===== src/design/tac_pkg.sv =====
// shared constants and carrier types for the touch adc conversion control
package tac_pkg;

  // register addresses
  localparam logic [7:0]  ADDR_CTRL1  = 8'h01;
  localparam logic [7:0]  ADDR_CTRL2  = 8'h02;
  localparam logic [7:0]  ADDR_CTRL3  = 8'h03;

  // reset values
  localparam logic [15:0] CTRL1_RESET = 16'h0000;
  localparam logic [15:0] CTRL2_RESET = 16'h4040;
  localparam logic [15:0] CTRL3_RESET = 16'h0000;

  // field positions, conversion_mode_control
  localparam int PEN_EN_BIT   = 15;
  localparam int CHAN_LSB     = 12;
  localparam int MODE_LSB     = 10;
  localparam int IVL_LSB      = 0;
  // field positions, power_filter_delay_config
  localparam int PWR_LSB      = 14;
  localparam int SE_BIT       = 9;
  localparam int SRST_BIT     = 4;
  localparam int FDLY_LSB     = 0;

  // conversion modes
  localparam logic [1:0] MODE_NONE   = 2'h0;
  localparam logic [1:0] MODE_SINGLE = 2'h1;
  localparam logic [1:0] MODE_SEQ_S  = 2'h2;
  localparam logic [1:0] MODE_SEQ_M  = 2'h3;

  // channel select codes; sequencer bit n selects code n
  localparam logic [2:0] CH_XPLATE   = 3'h7;
  localparam logic [2:0] CH_YPLATE   = 3'h6;
  localparam logic [2:0] CH_PRESS1   = 3'h5;
  localparam logic [2:0] CH_PRESS2   = 3'h4;
  localparam logic [2:0] CH_AUX      = 3'h3;
  localparam logic [2:0] CH_BATT     = 3'h2;
  localparam logic [2:0] CH_TEMP     = 3'h1;
  localparam logic [2:0] CH_INVALID  = 3'h0;
  localparam logic [7:0] SEQ_MASK    = 8'hFE;

  // timing figures
  localparam int unsigned CLK_FREQ_MHZ = 10;
  localparam int unsigned FDLY_UNIT_US  = 128;
  localparam int unsigned IVL_BASE_US   = 550;
  localparam int unsigned IVL_STEP_US   = 35;
  localparam int unsigned FDLY_UNIT_CYC = FDLY_UNIT_US * CLK_FREQ_MHZ;
  localparam int unsigned IVL_BASE_CYC  = IVL_BASE_US * CLK_FREQ_MHZ;
  localparam int unsigned IVL_STEP_CYC  = IVL_STEP_US * CLK_FREQ_MHZ;

  // first conversion delay in units of 128 us, indexed by the field
  localparam logic [5:0] FDLY_MULT [16] = '{6'h01, 6'h02, 6'h03, 6'h04,
                                            6'h05, 6'h06, 6'h07, 6'h08,
                                            6'h09, 6'h0A, 6'h0C, 6'h0E,
                                            6'h10, 6'h14, 6'h1C, 6'h20};

  // controller states
  typedef enum logic [2:0] {
    ST_IDLE = 3'b000,
    ST_ARM  = 3'b001,
    ST_PRE  = 3'b010,
    ST_CONV = 3'b011,
    ST_POST = 3'b100,
    ST_WAIT = 3'b101,
    ST_NEXT = 3'b110
  } tac_state_type;

  // register access from the serial interface decoder
  typedef struct packed {
    logic        wr;
    logic        rd;
    logic [7:0]  addr;
    logic [15:0] wdata;
  } tac_reg_req_type;

  // conversion request towards the converter core
  typedef struct packed {
    logic       start;
    logic [2:0] chan;
    logic       single_ended;
  } tac_conv_req_type;

endpackage : tac_pkg


===== src/design/tac_conv_ctrl.sv =====
// conversion control for the touch screen adc: modes, channels, delays, pen output
`timescale 1ns/1ns
// How it works
// - mode field selects idle, single, sequences
// - single mode converts channel field bits 14:12
// - single done: clear mode if timer zero
// - slave sequence converts each selected channel
// - sequence end: clear mode or rerun
// - master mode waits for touch first
// - master reruns on fresh touch or timer
// - channel codes map to plates and sensors
// - bit 9 picks single-ended or ratiometric
// - sequences use sequencer bits, ignore channel
// - bit 15 picks pen or limit output
// - delay field selects 128 us to 4.096 ms
// - delay before first, X/Y, after last
// - config register field layout, bit 15 down
// - config register resets to 0x4040
// - timer zero once, else 550 us plus 35 us steps
// - master timer stops on release
module tac_conv_ctrl
  import tac_pkg::*;
#(
  parameter int unsigned FDLY_UNIT_CYCLES = FDLY_UNIT_CYC,
  parameter int unsigned IVL_BASE_CYCLES  = IVL_BASE_CYC,
  parameter int unsigned IVL_STEP_CYCLES  = IVL_STEP_CYC
)
(
  input  wire logic             clk_in,
  input  wire logic             sys_rst_in,
  input  wire tac_reg_req_type  reg_req_in,
  output tac_conv_req_type      conv_req_out,
  input  wire logic             conv_done_in,
  input  wire logic             touch_in,
  input  wire logic             limit_alert_in,
  output logic [15:0]           reg_rdata_out,
  output logic                  busy_out,
  output logic                  pen_irq_n_out
);

  ////////////////////////////////////////////////////////////////////////////
  // registers and decode
  logic [15:0]      ctrl1_r;
  logic [15:0]      ctrl2_r;
  logic [15:0]      ctrl3_r;
  logic [19:0]      cnt_r;
  logic [19:0]      cnt_nxt;
  logic [7:0]       pend_r;
  logic [7:0]       pend_nxt;
  logic             first_r;
  logic             first_nxt;
  logic             clr_mode;
  tac_state_type    state_r;
  tac_state_type    state_nxt;
  tac_conv_req_type conv_r;
  tac_conv_req_type conv_nxt;
  logic             touch_s1_r;
  logic             touch_s2_r;
  logic             touch_d_r;
  logic [15:0]      rdata_r;
  logic             busy_r;
  logic             pen_n_r;

  // field views
  wire logic [1:0]  mode_f    = ctrl1_r[MODE_LSB +: 2];
  wire logic [2:0]  chan_f    = ctrl1_r[CHAN_LSB +: 3];
  wire logic [7:0]  ivl_f     = ctrl1_r[IVL_LSB +: 8];
  wire logic        pen_dis_f = ctrl1_r[PEN_EN_BIT];
  wire logic        se_f      = ctrl2_r[SE_BIT];
  wire logic [3:0]  fdly_f    = ctrl2_r[FDLY_LSB +: 4];
  wire logic [7:0]  seq_f     = ctrl3_r[7:0];

  // write strobes per register
  wire logic wr_c1 = reg_req_in.wr && (reg_req_in.addr == ADDR_CTRL1);
  wire logic wr_c2 = reg_req_in.wr && (reg_req_in.addr == ADDR_CTRL2);
  wire logic wr_c3 = reg_req_in.wr && (reg_req_in.addr == ADDR_CTRL3);

  // touch after the synchroniser and its fresh edge
  wire logic touch_s    = touch_s2_r;
  wire logic touch_rise = touch_s2_r && !touch_d_r;

  // highest pending channel wins, so X and Y come out first
  function automatic logic [2:0] top_chan(input logic [7:0] m);
    logic [2:0] c;
    c = CH_INVALID;
    for (int i = 1; i < 8; i++)
    begin
      if (m[i])
        c = 3'(i);
    end
    return c;
  endfunction : top_chan

  wire logic [2:0]  next_ch  = top_chan(pend_r);
  wire logic        pend_any = |(pend_r & SEQ_MASK);
  wire logic        is_xy    = (next_ch == CH_XPLATE) || (next_ch == CH_YPLATE);
  wire logic        need_dly = first_r || is_xy;
  // counter loads: a wait ends on the cycle it reads zero, so load length minus one
  wire logic [19:0] fdly_load = 20'(FDLY_UNIT_CYCLES * FDLY_MULT[fdly_f] - 32'd1);
  wire logic [19:0] ivl_load  = 20'(IVL_BASE_CYCLES - 32'd1 +
                                    IVL_STEP_CYCLES * (32'(ivl_f) - 32'd1));
  // channel set that a new run converts
  wire logic [7:0]  run_set = (mode_f == MODE_SINGLE) ?
                              ((8'h01 << chan_f) & SEQ_MASK) :
                              (seq_f & SEQ_MASK);

  ////////////////////////////////////////////////////////////////////////////
  // register file; host write wins over the device clearing the mode
  always_ff @(posedge clk_in or posedge sys_rst_in)
  begin
    if (sys_rst_in)
    begin
      ctrl1_r <= CTRL1_RESET;
      ctrl2_r <= CTRL2_RESET;
      ctrl3_r <= CTRL3_RESET;
    end
    else
    begin
      if (wr_c1)
        ctrl1_r <= reg_req_in.wdata;
      else if (clr_mode)
        ctrl1_r[MODE_LSB +: 2] <= MODE_NONE;
      if (wr_c2)
        ctrl2_r <= reg_req_in.wdata;
      if (wr_c3)
        ctrl3_r <= reg_req_in.wdata;
    end
  end

  // registered read data; unmapped addresses read zero
  wire logic [15:0] rd_mux = (reg_req_in.addr == ADDR_CTRL1) ? ctrl1_r :
                             (reg_req_in.addr == ADDR_CTRL2) ? ctrl2_r :
                             (reg_req_in.addr == ADDR_CTRL3) ? ctrl3_r : 16'h0000;

  always_ff @(posedge clk_in or posedge sys_rst_in)
  begin
    if (sys_rst_in)
      rdata_r <= 16'h0000;
    else if (reg_req_in.rd)
      rdata_r <= rd_mux;
  end

  ////////////////////////////////////////////////////////////////////////////
  // touch synchroniser; first stage feeds only the second
  always_ff @(posedge clk_in or posedge sys_rst_in)
  begin
    if (sys_rst_in)
    begin
      touch_s1_r <= 1'b0;
      touch_s2_r <= 1'b0;
      touch_d_r  <= 1'b0;
    end
    else
    begin
      touch_s1_r <= touch_in;
      touch_s2_r <= touch_s1_r;
      touch_d_r  <= touch_s2_r;
    end
  end

  ////////////////////////////////////////////////////////////////////////////
  // sequencing state machine
  always_comb
  begin
    state_nxt = state_r;
    pend_nxt  = pend_r;
    first_nxt = first_r;
    cnt_nxt   = (cnt_r != 20'h00000) ? (cnt_r - 20'h00001) : cnt_r;
    clr_mode  = 1'b0;
    conv_nxt  = '{start: 1'b0, chan: conv_r.chan, single_ended: conv_r.single_ended};
    case (state_r)
      ST_IDLE:
      begin
        // a fresh write of the mode field lands here and is acted on
        if (mode_f == MODE_SEQ_M)
          state_nxt = ST_ARM;
        else if (mode_f != MODE_NONE)
        begin
          pend_nxt  = run_set;
          first_nxt = 1'b1;
          state_nxt = ST_NEXT;
        end
      end
      ST_ARM:
      begin
        // only a new touch starts a master run
        if (touch_rise)
        begin
          pend_nxt  = run_set;
          first_nxt = 1'b1;
          state_nxt = ST_NEXT;
        end
      end
      ST_NEXT:
      begin
        if (pend_any && need_dly)
        begin
          cnt_nxt   = fdly_load;
          state_nxt = ST_PRE;
        end
        else if (pend_any)
        begin
          conv_nxt  = '{start: 1'b1, chan: next_ch, single_ended: se_f};
          state_nxt = ST_CONV;
        end
        else if (!first_r)
        begin
          cnt_nxt   = fdly_load;
          state_nxt = ST_POST;
        end
        else
        begin
          // nothing to convert (empty set or code 000): finish at once
          cnt_nxt = ivl_load;
          if (mode_f == MODE_SEQ_M)
            state_nxt = ST_ARM;
          else if (ivl_f == 8'h00)
          begin
            clr_mode  = 1'b1;
            state_nxt = ST_IDLE;
          end
          else
            state_nxt = ST_WAIT;
        end
      end
      ST_PRE:
      begin
        if (cnt_r == 20'h00000)
        begin
          conv_nxt  = '{start: 1'b1, chan: next_ch, single_ended: se_f};
          state_nxt = ST_CONV;
        end
      end
      ST_CONV:
      begin
        if (conv_done_in)
        begin
          pend_nxt[conv_r.chan] = 1'b0;
          first_nxt = 1'b0;
          state_nxt = ST_NEXT;
        end
      end
      ST_POST:
      begin
        if (cnt_r == 20'h00000)
        begin
          cnt_nxt = ivl_load;
          if (mode_f == MODE_SEQ_M)
            state_nxt = (touch_s && ivl_f != 8'h00) ? ST_WAIT : ST_ARM;
          else if (ivl_f == 8'h00)
          begin
            clr_mode  = 1'b1;
            state_nxt = ST_IDLE;
          end
          else
            state_nxt = ST_WAIT;
        end
      end
      ST_WAIT:
      begin
        if (mode_f == MODE_SEQ_M && !touch_s)
          state_nxt = ST_ARM;
        else if (cnt_r == 20'h00000)
        begin
          pend_nxt  = run_set;
          first_nxt = 1'b1;
          state_nxt = ST_NEXT;
        end
      end
      default:
        state_nxt = ST_IDLE;
    endcase
    // the host reprograms with mode 00 first; any write to ctrl1_r restarts cleanly
    if (wr_c1)
    begin
      state_nxt = ST_IDLE;
      pend_nxt  = 8'h00;
      conv_nxt.start = 1'b0;
    end
  end

  always_ff @(posedge clk_in or posedge sys_rst_in)
  begin
    if (sys_rst_in)
    begin
      state_r <= ST_IDLE;
      pend_r  <= 8'h00;
      first_r <= 1'b0;
      cnt_r   <= 20'h00000;
      conv_r  <= '0;
    end
    else
    begin
      state_r <= state_nxt;
      pend_r  <= pend_nxt;
      first_r <= first_nxt;
      cnt_r   <= cnt_nxt;
      conv_r  <= conv_nxt;
    end
  end

  ////////////////////////////////////////////////////////////////////////////
  // shared pen / limit output, low active; busy flag
  wire logic pen_n_nxt = pen_dis_f ? !limit_alert_in : !touch_s;
  wire logic busy_nxt  = (state_nxt != ST_IDLE) && (state_nxt != ST_ARM);

  always_ff @(posedge clk_in or posedge sys_rst_in)
  begin
    if (sys_rst_in)
    begin
      pen_n_r <= 1'b1;
      busy_r  <= 1'b0;
    end
    else
    begin
      pen_n_r <= pen_n_nxt;
      busy_r  <= busy_nxt;
    end
  end

  assign conv_req_out  = conv_r;
  assign reg_rdata_out = rdata_r;
  assign busy_out      = busy_r;
  assign pen_irq_n_out = pen_n_r;
endmodule : tac_conv_ctrl


===== config.mk =====
export PLATFORM = sky130hd
export DESIGN_NAME = tac_conv_ctrl
export DESIGN_NICKNAME = d
export VERILOG_FILES = /design/src/design/tac_pkg.sv /design/src/design/tac_conv_ctrl.sv
export SDC_FILE = /design/constraint.sdc
export NUM_CORES = 1
export LEC_CHECK = 0
export ABC_AREA = 0
export BUFFER_PORTS_ARGS = -buffer_cell sky130_fd_sc_hd__buf_2
export CORE_AREA = 2 2 149 151
export CTS_CLUSTER_DIAMETER = 100
export DETAILED_ROUTE_END_ITERATION = 8
export DIE_AREA = 0 0 151 153
export GPL_TIMING_DRIVEN = 1
export PLACE_DENSITY = 0.59
export SETUP_SLACK_MARGIN = 0.2
export SLEW_MARGIN = 25
export SYNTH_ARGS = -nofsm -noshare
export SYNTH_HDL_FRONTEND = slang
export SYNTH_SLANG_ARGS = --single-unit
export TNS_END_PERCENT = 50

===== constraint.sdc =====
create_clock -name clk_in -period 12.6 [get_ports clk_in]
set_clock_uncertainty 0.05 [all_clocks]
set_input_delay 0.63 -clock clk_in [delete_from_list [all_inputs] [get_ports clk_in]]
set_output_delay 0.63 -clock clk_in [all_outputs]
set_load 0.03 [all_outputs]

# == Yosys cells after proc, flatten, opt, wreduce, memory -nomap -nowiden ==
# Memory sizes are Yosys's and may differ from the RTL's.
# Cells that the tools add are included.
# W data, S select, Z words.
# op_classes
addsub,4
n_mul,2
magnitude_cmp,3
eq_ne,29
shift,1
mux,68
bitwise_logic,3
reduce_logical,29
# op_table
op,n
$mux W20,5
$mux W8,8
$mux W3,20
$mux W16,3
$pmux W20 S2,1
$mul A8 B32 Y19 const A,1
$pmux W8 S4,1
$pmux W3 S7,1
$add A13 B20 Y20 const A,1
$logic_not A20 Y1,1
$reduce_bool A20 Y1,1
$sub A20 B1 Y20 const B,1
$ne A2 B2 Y1 const B,9
$ne A3 B3 Y1 const B,6
$sub A17 B1 Y18 const B,1
$eq A8 B2 Y1 const B,2
$mux W1,16
$eq A3 B3 Y1 const B,5
$mux W5,3
$reduce_and A7 Y1,2
$mux W6,2
$pmux W5 S2,1
$logic_and A1 B1 Y1,9
$mul A3 B6 Y9 const A,1
29 further kinds,38
# word_totals
ff_bits,106
rom_bits,96
wordCells,157
n_memories,1
# mem_list
name,words,width,read_ports,rd_clocked_by_memory_dff,write_ports,line,text
(name not given),16,6,1,0,0,tac_conv_ctrl.sv:99,wire logic [19:0] fdly_load = 20'(FDLY_UNIT_CYCLES * FDLY_MULT[fdly_f] - 32'd1);

# == Depth between registers and ports, before layout ==
# depth
depth_word,16
depth_mapped,25

# == Least setup slack after synthesis ==
# No wires, ideal clock.
# synth_path
kind,flip-flop to flip-flop
startpoint,reg ctrl1_r[3]
endpoint,reg cnt_r[19]
setup_time_ps,120
arrival_ps,6394
path_slack_ps,6036
path_stages_with_launch,22
cell_sequence,dfrtp_1 -> clkbuf_1 -> or4_1 -> nor3_1 -> ha_1 -> inv_1 -> fa_1 -> inv_1 -> fa_1 -> inv_1 -> fa_1 -> inv_1 -> ha_1 -> a21oi_1 -> o211ai_1 -> a31o_2 -> a21oi_1 -> nand3b_1 -> o211ai_1 -> nor4bb_1 -> o21ai_0 -> a31o_2
# synth_via
elab_chain_cells,7
# synth_lines
element,line,text
start: declaration,tac_conv_ctrl.sv:43,logic [15:0] ctrl1_r;
start signal: assignment,tac_conv_ctrl.sv:120,ctrl1_r <= reg_req_in.wdata;
$sub A8 B1 Y9 *,tac_conv_ctrl.sv:101,IVL_STEP_CYCLES * (32'(ivl_f) - 32'd1));
$mul A8 B32 Y19 *,tac_conv_ctrl.sv:101,
$add A13 B20 Y20 *,tac_conv_ctrl.sv:100,wire logic [19:0] ivl_load = 20'(IVL_BASE_CYCLES - 32'd1 +
$mux W20,tac_conv_ctrl.sv:206,else if (!first_r)
$mux W20,tac_conv_ctrl.sv:201,else if (pend_any)
$mux W20,tac_conv_ctrl.sv:196,if (pend_any && need_dly)
$pmux W20 S2 *,tac_conv_ctrl.sv:171,case (state_r)
net cnt_nxt[19],tac_conv_ctrl.sv:47,logic [19:0] cnt_nxt;
end signal: assignment,tac_conv_ctrl.sv:297,cnt_r <= cnt_nxt;
end: declaration,tac_conv_ctrl.sv:46,logic [19:0] cnt_r;
# The timed path passes the listed nets; every way through them passes the cells marked *.
# A chain may end at the register's enable or synchronous reset.

# == Worst setup path after layout ==
# layout_path
startpoint,reg ctrl1_r[1]
endpoint,reg cnt_r[19]
# Same word-level chain as after synthesis.

==> impl_metrics.json <==
{
  "status": "finished clean",
  "coreArea_um2": 21500,
  "synth_edf_count": 0,
  "syn_area_um2": 8460,
  "r2r-end": "cnt_r[19]",
  "synth_top_cell_by_area": "dfrtp_1",
  "cts-buffers-inserted": 9,
  "wl_met3_um": 769,
  "overflow": 0,
  "ir_drop_uv": 110,
  "gp_congestion": 0.842,
  "cp-end-kind": "flip-flop",
  "post_dp_cell_area_um2": 8990,
  "syn_area_per_cell_um2": 8.59,
  "cts-root-buf": "clkbuf_16",
  "die_area_um2": 23100,
  "wl_mm": 20.8,
  "viasPerCell": 5.35,
  "critical_path_peak_fanout": 7,
  "io_pins": 54,
  "die_w_um": 151,
  "initial_core_util_pct": 39.4,
  "grt_max_degree": 69,
  "ys.flop_type": "dfrtp_1",
  "period_needed_ps": 6490,
  "yosysSeqAreaShare_pct": 31.1,
  "cts_sinks": 105,
  "setup_viol": 0,
  "wl_met1_mm": 10.2,
  "clk_pin_slew_ps": 70,
  "r2r_cells": 24,
  "min_path_type": "in2async",
  "arrival_ps": 6690,
  "ys_async_sr_fraction_pct": 100,
  "clock_latency_ps": 360,
  "antennaDiodeCount": 0,
  "maxSlewViolCount": 0,
  "synth_most_common_cell": "nand2_1",
  "wl_met2_mm": 9.43,
  "antenna_found_initial": 0,
  "grt_pass1_vias": 6758,
  "worstMarginPinSlew_ps": 986,
  "ys.warnings.count": 0,
  "post_cts_buffers": 0,
  "drv_cap": 0,
  "wire_per_inst_um": 16.0,
  "drt_iter0_drc": 400,
  "reg2reg_slack_ps": 6110,
  "setup_ws_ps": 6110,
  "netlist_top_cells_area": "dfrtp_1, ha_1, fa_1",
  "io_buffers": 53,
  "grt_pass1_wl_mm": 34.6,
  "ys_top_cells_by_count": "nand2_1, dfrtp_1, inv_1",
  "grt_setup_unrepaired": "no",
  "max-slew-margin-rel_pct": 33.7,
  "cts_hold_buf": 0,
  "track_usage_pct": 18.7,
  "max_freq_mhz": 154,
  "crit_type": "reg2reg",
  "num_vias": 6965,
  "ctsHtreeMaxLevel": 3,
  "ys_types": 68,
  "drc": 0,
  "num_rows": 54,
  "power.leakage_uw": 0.00446,
  "top_layer_used": "met4",
  "p_total_uw": 1710,
  "drtPass1Iterations": 5,
  "netlist_instances": 985,
  "cts_tree": "yes",
  "min_period_over_period_pct": 51.5,
  "synth_fp_nets": 1108,
  "place_ws_ps": 6100,
  "synth-seq-cells": 105,
  "fill_cells": 2197,
  "required_ps": 12800,
  "cts-resized-gates": 0,
  "synth.top_cell.area_share_pct": 30.2,
  "cts.path.max_buffers": 2,
  "fin_nets": 1142,
  "setup_tns_ps": 0,
  "critPathLaunchType": "flip-flop",
  "final-hold-violation-count": 0,
  "rr_startpoint": "ctrl1_r[1]",
  "die_y_um": 153,
  "ant_nets": 0,
  "fin_area_um2": 9280,
  "drive_above_1_share_pct": 12.8,
  "cellPowerDensity_nw_per_um2": 184,
  "area_growth_pct": 9.59,
  "place_hpwl_mm": 15.8
}
==> per-layer routing <==
| metal | vias up | global-route usage [%] |
|---|---|---|
| met2 | 155 | 29.4 |
| li1 | 3462 | - |
| met5 | - | 0 |
| met4 | 0 | 4.58 |
| met3 | 31 | 3.31 |
| met1 | 3317 | 26.8 |
==> registers in the layout, indices dropped and copies added (netlist names) <==
signal,cells
cnt_r,20
ctrl1_r,16
ctrl2_r,16
ctrl3_r,16
reg_rdata_out,16
pend_r,7
conv_req_out,5
state_r,3
busy_out,1
first_r,1
pen_irq_n_out,1
touch_d_r,1
touch_s,1
touch_s1_r,1
==> worst max-delay path: stages (launching register included) <==
cell,delay [ps]
dfrtp_1,410
inv_1,150
ha_1,170
a21boi_0,470
nand2_1,130
xor2_1,360
inv_1,130
ha_1,300
inv_1,50
fa_1,490
inv_1,50
fa_1,520
inv_1,50
fa_1,490
inv_1,40
ha_1,360
a21oi_1,160
o211ai_1,120
a31o_2,250
a21oi_1,310
nand3b_1,120
o211ai_1,460
nor4bb_1,380
o21ai_0,120
a31o_2,240
==> power breakdown <==
part / leakage, uW / internal, uW / switching, uW
registers: 0.00134 / 395 / 73.3
clock network: 0.000141 / 138 / 138
logic: 0.00298 / 356 / 607
total: 0.00446 / 889 / 818
==> layout make-up <==
type | instances | area, um^2 | share of cell area, %
clock inverter | 6 | 62.6 | 0.674
clock buffer | 9 | 225 | 2.43
multi-input combinational | 747 | 5330 | 57.5
inverter | 97 | 367 | 3.95
tap | 280 | 350 | 3.78
sequential | 105 | 2630 | 28.4
timing repair buffer | 59 | 310 | 3.35
==> kinds of logic after synthesis <==
kind of cell | Yosys count | share of synthesized area [%]
AO/OA/AOI/OAI | 220 | 16.6
XOR/XNOR | 67 | 6.93
adder cells (fa/ha/maj) | 92 | 16.2
buffers and inverters | 133 | 6.00
flip-flops | 105 | 31.1
multiplexers | 40 | 5.38
AND/OR/NAND/NOR | 328 | 17.8
==> layout by cell type (no fill, tap or decap), types with 5 or more instances in the layout <==
| cell type | n |
|---|---|
| a31oi_1 | 11 |
| o31ai_1 | 6 |
| o41ai_1 | 6 |
| o21ai_0 | 57 |
| mux2_2 | 34 |
| dfrtp_1 | 102 |
| or4_1 | 5 |
| clkbuf_16 | 9 |
| nand3b_1 | 7 |
| nor3_1 | 16 |
| a21o_1 | 11 |
| o211ai_1 | 5 |
| or2_2 | 5 |
| or3_1 | 6 |
| fa_1 | 29 |
| and2_1 | 8 |
| nand2_1 | 144 |
| nand2b_1 | 8 |
| xor2_1 | 26 |
| xnor2_1 | 41 |
| nand3_1 | 10 |
| ha_1 | 63 |
| mux2i_1 | 5 |
| nor2b_1 | 7 |
| a21oi_1 | 54 |
| o22ai_1 | 13 |
| nor4_1 | 9 |
| and3_1 | 6 |
| nor2_1 | 79 |
| a41oi_1 | 16 |
| inv_1 | 95 |
| buf_4 | 6 |
| buf_2 | 53 |
| a22oi_1 | 5 |
==> through the flow <==
step	hold slack, ps	cells	utilization (%)
2_1_floorplan	281	985	-
3_3_place_gp	284	1288	41.8
3_5_place_dp	295	1288	41.8
4_1_cts	259	1303	43.2
5_1_grt	286	1303	43.2
6_report	251	1303	43.2
==> worst max path at each step <==
| stage | slack, ps | cells past startpoint | endpoint | startpoint |
|---|---|---|---|---|
| after global placement | 6230 | 21 | cnt_r[19] | ctrl1_r[0] |
| after floorplan | 6040 | 21 | cnt_r[19] | ctrl1_r[3] |
| final | 6110 | 24 | cnt_r[19] | ctrl1_r[1] |
| after global routing | 5540 | 24 | cnt_r[19] | ctrl1_r[2] |
| after detailed placement | 6100 | 21 | cnt_r[19] | ctrl1_r[0] |
| after CTS | 6090 | 24 | cnt_r[19] | ctrl1_r[1] |
(Power assumes the default switching activity.)
